## src/rtl/fpu_pipe_pkg.sv

```systemverilog
// Shared constants and carrier types for the floating-point parallel issue pipeline.
package fpu_pipe_pkg;

  localparam int NUM_REGS = 8;
  localparam int REG_IDX_W = 3;
  localparam int DATA_W = 32;
  localparam int MATH_LANES = 2;
  localparam int FLAGS_W = 2;
  localparam int FLAG_NEG_BIT = 0;
  localparam int FLAG_ZERO_BIT = 1;
  localparam int SIGN_BIT = 31;
  localparam int MATH_LATENCY = 2;
  localparam int MOVE_LATENCY = 1;
  localparam logic [DATA_W-1:0] REG_RESET = 32'h0000_0000;
  localparam logic [FLAGS_W-1:0] FLAGS_RESET = 2'h0;

  typedef enum logic [1:0] {
    float_add_op,
    float_subtract_op,
    float_multiply_op
  } math_fn_t;

  typedef enum logic [2:0] {
    side_none,
    word_move_op,
    word_store_op,
    flag_set_op,
    flags_to_int_status_op
  } side_kind_t;

  typedef struct packed {
    logic en;
    math_fn_t fn;
    logic [REG_IDX_W-1:0] dst;
    logic [REG_IDX_W-1:0] src_a;
    logic [REG_IDX_W-1:0] src_b;
  } math_op_t;

  typedef struct packed {
    side_kind_t kind;
    logic [REG_IDX_W-1:0] reg_idx;
    logic [DATA_W-1:0] data;
  } side_op_t;

  typedef struct packed {
    logic valid;
    math_op_t math0;
    math_op_t math1;
    side_op_t side;
  } instr_t;

  typedef struct packed {
    logic en;
    math_fn_t fn;
    logic [REG_IDX_W-1:0] dst;
    logic [DATA_W-1:0] a;
    logic [DATA_W-1:0] b;
  } math_issue_t;

  typedef struct packed {
    logic en;
    logic [REG_IDX_W-1:0] dst;
    logic [DATA_W-1:0] data;
  } reg_write_t;

  typedef struct packed {
    logic valid;
    logic [DATA_W-1:0] data;
  } store_t;

endpackage

```

## src/rtl/fpu_math_stage.sv

```systemverilog
// Second execute stage of the two-cycle math lanes, holding issued operations for one cycle.
`timescale 1ns/1ps
`default_nettype none
module fpu_math_stage
  import fpu_pipe_pkg::*;
#(
  parameter int LANES = MATH_LANES
) (
  input wire logic i_clk_sys,
  input wire logic i_rst,
  input wire logic i_stall,
  input wire math_issue_t [LANES-1:0] i_issue,
  input wire logic [LANES-1:0][DATA_W-1:0] i_arith_result,
  output math_issue_t [LANES-1:0] o_arith,
  output reg_write_t [LANES-1:0] o_write
);

  typedef struct packed {
    math_issue_t [LANES-1:0] lane;
  } stage_state_t;

  stage_state_t state_q;
  stage_state_t state_d;

  // The register file owner writes both lanes at one edge, so more lanes would need more ports.
  if (LANES != MATH_LANES) begin : g_lane_check
    $error("fpu_math_stage supports exactly MATH_LANES lanes");
  end

  // A stall freezes the stage so the result lands aligned with the host pipeline.
  always_comb begin
    state_d = state_q;
    if (!i_stall) begin
      state_d.lane = i_issue;
    end
  end

  always_ff @(posedge i_clk_sys or posedge i_rst) begin
    if (i_rst) begin
      state_q <= '0;
    end else begin
      state_q <= state_d;
    end
  end

  // Each lane retires with the external arithmetic result in its second cycle.
  for (genvar i = 0; i < LANES; i++) begin : g_lane
    assign o_arith[i] = state_q.lane[i];
    assign o_write[i].en = state_q.lane[i].en;
    assign o_write[i].dst = state_q.lane[i].dst;
    assign o_write[i].data = i_arith_result[i];

  end
endmodule
`default_nettype wire

```

## src/rtl/fpu_parallel_issue.sv

```systemverilog
// Parallel-opcode issue, register file and delay-slot timing of the floating-point unit.
`timescale 1ns/1ps
`default_nettype none
// How it works
// - One opcode starts up to three operations together: two math and one side.
// - Math takes two cycles, move takes one.
// - Paired math results land together, two cycles.
// - Second operation reads pre-write register value.
// - Math reads register before paired move.
// - Slot instructions run normally, concurrently.
// - New instruction accepted every cycle.
// - Host stalls freeze this unit too.
module fpu_parallel_issue
  import fpu_pipe_pkg::*;
(
  input wire logic i_clk_sys,
  input wire logic i_rst,
  input wire logic i_stall,
  input wire instr_t i_instr,
  input wire logic [MATH_LANES-1:0][DATA_W-1:0] i_arith_result,
  output logic o_issue_ready,
  output math_issue_t [MATH_LANES-1:0] o_arith,
  output store_t o_store,
  output logic [FLAGS_W-1:0] o_fp_status_flags,
  output logic [NUM_REGS-1:0][DATA_W-1:0] o_regs
);

  typedef struct packed {
    logic [NUM_REGS-1:0][DATA_W-1:0] regs;
    logic [FLAGS_W-1:0] flags;
    store_t store;
  } state_t;

  state_t state_q;
  state_t state_d;
  math_issue_t [MATH_LANES-1:0] issue;
  reg_write_t [MATH_LANES-1:0] retire;
  math_op_t [MATH_LANES-1:0] math_ops;
  logic take;

  // The unit never interlocks: only the host stall holds an instruction back.
  assign o_issue_ready = !i_stall;
  assign take = i_instr.valid && !i_stall;
  assign math_ops[0] = i_instr.math0;
  assign math_ops[1] = i_instr.math1;

  // Operands come from the registers as they stand now, before any write of this opcode.
  // That is what lets the paired move or math reuse a register the other half overwrites.
  always_comb begin
    for (int i = 0; i < MATH_LANES; i++) begin
      issue[i].en = take && math_ops[i].en;
      issue[i].fn = math_ops[i].fn;
      issue[i].dst = math_ops[i].dst;
      issue[i].a = state_q.regs[math_ops[i].src_a];
      issue[i].b = state_q.regs[math_ops[i].src_b];
    end
  end

  // The second execute cycle sits in its own module so that the lane count stays one parameter.
  fpu_math_stage #(
    .LANES(MATH_LANES)
  ) u_math_stage (
    .i_clk_sys(i_clk_sys),
    .i_rst(i_rst),
    .i_stall(i_stall),
    .i_issue(issue),
    .i_arith_result(i_arith_result),
    .o_arith(o_arith),
    .o_write(retire)
  );

  // Retiring math writes first, then the newly taken side operation, which is the later instruction.
  // Two writes to one register in the same edge are left undefined by the stream, so no check is made.
  always_comb begin
    state_d = state_q;
    // During a stall nothing moves, so a retiring lane simply waits for the next free edge.
    if (!i_stall) begin
      state_d.store.valid = 1'b0;
      // Lane 1 is looked at last, so its result decides the flags of a pair.
      for (int i = 0; i < MATH_LANES; i++) begin
        if (retire[i].en) begin
          state_d.regs[retire[i].dst] = retire[i].data;
          state_d.flags[FLAG_NEG_BIT] = retire[i].data[SIGN_BIT];
          state_d.flags[FLAG_ZERO_BIT] = (retire[i].data[SIGN_BIT-1:0] == '0);
        end
      end
      // Side operations read the registers as they stood before this edge.
      if (i_instr.valid) begin
        case (i_instr.side.kind)
          word_move_op: begin
            state_d.regs[i_instr.side.reg_idx] = i_instr.side.data;
          end
          word_store_op: begin
            state_d.store.valid = 1'b1;
            state_d.store.data = state_q.regs[i_instr.side.reg_idx];
          end
          flag_set_op: begin
            state_d.flags = i_instr.side.data[FLAGS_W-1:0];
          end
          flags_to_int_status_op: begin
            state_d.store.valid = 1'b1;
            state_d.store.data = {{(DATA_W-FLAGS_W){1'b0}}, state_q.flags};
          end
          default: begin
            state_d.store.valid = 1'b0;
          end
        endcase
      end
    end
  end

  // Reset clears the register file and the flags, and leaves the store port idle.
  always_ff @(posedge i_clk_sys or posedge i_rst) begin
    if (i_rst) begin
      state_q.regs <= {NUM_REGS{REG_RESET}};
      state_q.flags <= FLAGS_RESET;
      state_q.store <= '0;
    end else begin
      state_q <= state_d;
    end
  end

  // All data outputs come straight from flops, so the host never sees a half-updated register file.
  assign o_store = state_q.store;
  assign o_fp_status_flags = state_q.flags;
  assign o_regs = state_q.regs;

  // Helpers that tell whether a retiring math write collides with a move, or for lane 0 with a lane 1 write, in the same edge.
  logic move_hit;
  logic math0_clear;
  assign move_hit = take && i_instr.side.kind == word_move_op;
  assign math0_clear = !(move_hit && i_instr.side.reg_idx == retire[0].dst) &&
    !(retire[1].en && retire[1].dst == retire[0].dst);
  // Lane 1 writes after lane 0, so only a same-edge move can overwrite its result.
  logic math1_clear;
  logic flag_hold;
  logic store_next;
  assign math1_clear = !(move_hit && i_instr.side.reg_idx == retire[1].dst);
  assign flag_hold = take && i_instr.side.kind == flag_set_op;
  assign store_next = take && (i_instr.side.kind == word_store_op || i_instr.side.kind == flags_to_int_status_op);
endmodule
`default_nettype wire

```

## config.mk

```make
export PLATFORM = sky130hd
export DESIGN_NAME = fpu_parallel_issue
export DESIGN_NICKNAME = d
export VERILOG_FILES = /design/src/rtl/fpu_pipe_pkg.sv /design/src/rtl/fpu_math_stage.sv /design/src/rtl/fpu_parallel_issue.sv
export SDC_FILE = /design/constraint.sdc
export NUM_CORES = 2
export LEC_CHECK = 0
export BUFFER_PORTS_ARGS = -buffer_cell sky130_fd_sc_hd__buf_2
export CORE_UTILIZATION = 40
export CTS_CLUSTER_SIZE = 8
export DETAILED_ROUTE_END_ITERATION = 7
export GPL_ROUTABILITY_DRIVEN = 0
export PLACE_DENSITY = 0.68
export SETUP_SLACK_MARGIN = 0.15
export SYNTH_ARGS = -nofsm -noshare
export SYNTH_HDL_FRONTEND = slang
export SYNTH_SLANG_ARGS = --single-unit
```

## constraint.sdc

```tcl
create_clock -name i_clk_sys -period 12.6 [get_ports i_clk_sys]
set_input_delay 0.63 -clock i_clk_sys [delete_from_list [all_inputs] [get_ports i_clk_sys]]
set_output_delay 0.63 -clock i_clk_sys [all_outputs]
set_load 0.05 [all_outputs]
```

==> results.sh <==
export IMPL_outcome="completed"
export IMPL_clk_latency_ns=0.63
export IMPL_cts_tree="yes"
export IMPL_cp_required_ns=13.15
export IMPL_io_pins=562
export IMPL_synth_warning_count=0
export IMPL_drt_iter0_markers=3011
export IMPL_slowest_delay_ns=0.74
export IMPL_final_common_cell="buf_2"
export IMPL_end_kind="flop"
export IMPL_die_y_microns=289.0
export IMPL_drcViolationCount=0
export IMPL_fmax_mhz=326.9
export IMPL_crit_chain="buf_4 -> buf_4 -> nand3_1 -> nor2_4 -> buf_4 -> a21oi_1 -> a2bb2oi_1"
export IMPL_tightest_slew_ns=1.226
export IMPL_place_inst=4283
export IMPL_fp_coreArea_sq_um=81070
export IMPL_hp_class="in2async"
export IMPL_crit_path_frequent_cell="buf_4"
export IMPL_die_width_microns=289.0
export IMPL_clock_sinks=431
export IMPL_htreeDepth=2
export IMPL_drv_slew=0
export IMPL_ctsHoldBuffers=0
export IMPL_grt_pass1_wl_microns=191600
export IMPL_worst_path_buf_inv=3
export IMPL_dpl_hpwl_microns=82280
export IMPL_grt_overflow=0
export IMPL_syn_num_nets=3162
export IMPL_worstSetupPathDepth=7
export IMPL_area_delta_synth_final_pct=13.41
export IMPL_antenna_found_initial=25
export IMPL_cts_inserted_buffers=60
export IMPL_cp_slowest_cell="nor2_4"
export IMPL_synth_edff_count=0
export IMPL_ctsResizeCount=0
export IMPL_num_rows=104
export IMPL_nets=3415
export IMPL_clockBufferDepth=3
export IMPL_path_class="in2reg"
export IMPL_ir_drop_mv=0.1451
export IMPL_yosys_area_top_type_share_pct=32.73
export IMPL_yosys_area_top_type="dfrtp_1"
export IMPL_start_kind="primary input"
export IMPL_instances_no_fill=4361
export IMPL_vias_per_cell=6.808
export IMPL_synth_area_sq_um=32960
export IMPL_final_setup_tns_ns=0
export IMPL_synth_top_flop_cell="dfrtp_1"
export IMPL_netlist_top_cells_area="dfrtp_1 33%, mux4_2 22%, mux2i_1 13%"
export IMPL_min_period_over_period_pct=24.28
export IMPL_fin_crit_ns=3.059
export IMPL_port_buffer_count=561
export IMPL_placed_area_sq_um=35760
export IMPL_grt_pass1_vias=28150
export IMPL_multi_input_area_sq_um=20350
export IMPL_grt_total_usage_pct=30.52
export IMPL_antenna_left=0
export IMPL_route_vias_total=29690
export IMPL_reg2reg_depth=4
export IMPL_synth_avg_cell_area_sq_um=10.87
export IMPL_final_setup_viol_count=0
export IMPL_slew_headroom_pct=18.29
export IMPL_fillers=7539
export IMPL_power_mw=6.762
export IMPL_clk_pin_slew_ns=0.06
export IMPL_ys_ff_latch=431
export IMPL_cts_setup_buffers=0
export IMPL_path_delay_family="buffers and inverters"
export IMPL_ys_seq_area_share_pct=32.73
export IMPL_synthCells=3032
export IMPL_design_area_sq_um=37370
export IMPL_skew_ns=0.04056
export IMPL_ff_latch_area_sq_um=10790
export IMPL_grt_max_degree=185
export IMPL_powerDensity_nw_per_um2=180.9
export IMPL_crit_arrival_ns=3.61
export IMPL_fin_util_pct=46.10
export IMPL_async_flop_share_pct=100.0
export IMPL_maxCapViolations=0
export IMPL_rsz0062_at_grt="no"
export IMPL_routed_wl_microns=131400
export IMPL_hold_viol=0
export IMPL_dieArea_sq_um=83540
export IMPL_ctsRootBufferMaster="clkbuf_16"
export IMPL_synth_cell_types=48
export IMPL_critPathMaxFanout=37
export IMPL_wl_per_cell_microns=30.13
export IMPL_layout_common_cells="549 x buf_2, 431 x dfrtp_1, 416 x mux2i_1"
export IMPL_first_pass_iters=7
export IMPL_p_leak_nw=16.96
export IMPL_drive_gt1_share_pct=31.26
export IMPL_start_util_pct=40.65
## Yosys cell counts (13+ instances only)
cell type  count
nor4_1        13
mux2i_1      416
a2bb2oi_1    250
nand2_1      166
mux4_2       316
buf_6         15
buf_1         47
o21ai_0      161
mux2_2        14
dfrtp_1      431
nor2_1       260
a21oi_1      253
clkbuf_1     191
a211o_1      249
buf_2        123
clkbuf_2      43
## metal layers
| layer | track usage [%] | share of wire, % |
|---|---|---|
| met1 | 39.73 | 38 |
| met2 | 48.12 | 47 |
| met3 | 8.055 | 10 |
| met4 | 12.74 | 4.2 |
| met5 | 0 | 0.095 |
## state kept, by name (all words and copies together) (netlist names)
register / count
u_math_stage.o_arith: 140
o_regs: 256
o_store: 33
o_fp_status_flags: 2
## logic make-up (layout without fill, tap and decap cells)
family | Yosys count | after routing | share of synthesized area, %
AOI/OAI and AO/OA | 947 | 947 | 20.38
xor gates and xnor gates | 1 | 1 | 0.02658
buffers and inverters | 425 | 682 | 5.847
DFF | 431 | 431 | 32.73
muxes | 746 | 746 | 34.71
other | 0 | 12 | 0
and+or+nand+nor | 482 | 482 | 6.314
## final timing paths
path / start / endpoint / slack, ns
max in group asynchronous: i_rst / u_math_stage.o_arith[55] / 9.65
min: i_rst / u_math_stage.o_arith[105] / 0.12
max: i_instr[34] / o_regs[241] / 9.54
min in group i_clk_sys: i_instr[61] / u_math_stage.o_arith[69] / 0.21
min reg2reg: o_store[25] / o_store[25] / 0.47
max reg2reg: u_math_stage.o_arith[139] / o_regs[50] / 9.81
## per-stage QoR
| stage | setup WS (ns) | hold slack, ns |
|---|---|---|
| 6_report | 9.541 | 0.1193 |
| 3_3_place_gp | 8.907 | 0.4577 |
| 4_1_cts | 9.559 | 0.1210 |
| 3_5_place_dp | 8.892 | 0.4652 |
| 2_1_floorplan | 6.151 | 0.7573 |
| 5_1_grt | 9.236 | 0.1614 |
## area by class of cell
type / count / share of cell area, %
Multi-Input combinational cell: 2176 / 54.46
Antenna cell: 12 / 0.08035
Sequential cell: 431 / 28.86
Clock inverter: 3 / 0.07700
Inverter: 3 / 0.06026
Timing Repair Buffer: 613 / 8.758
Clock buffer: 63 / 4.161
Tap cell: 1060 / 3.549
## power breakdown
part           leakage (nW)  internal (mW)  switching [mW]
logic                  11.6           1.13            1.87
registers              4.62           1.69           0.575
clock network         0.776          0.854           0.638
Power figures use the tool's default switching activity.
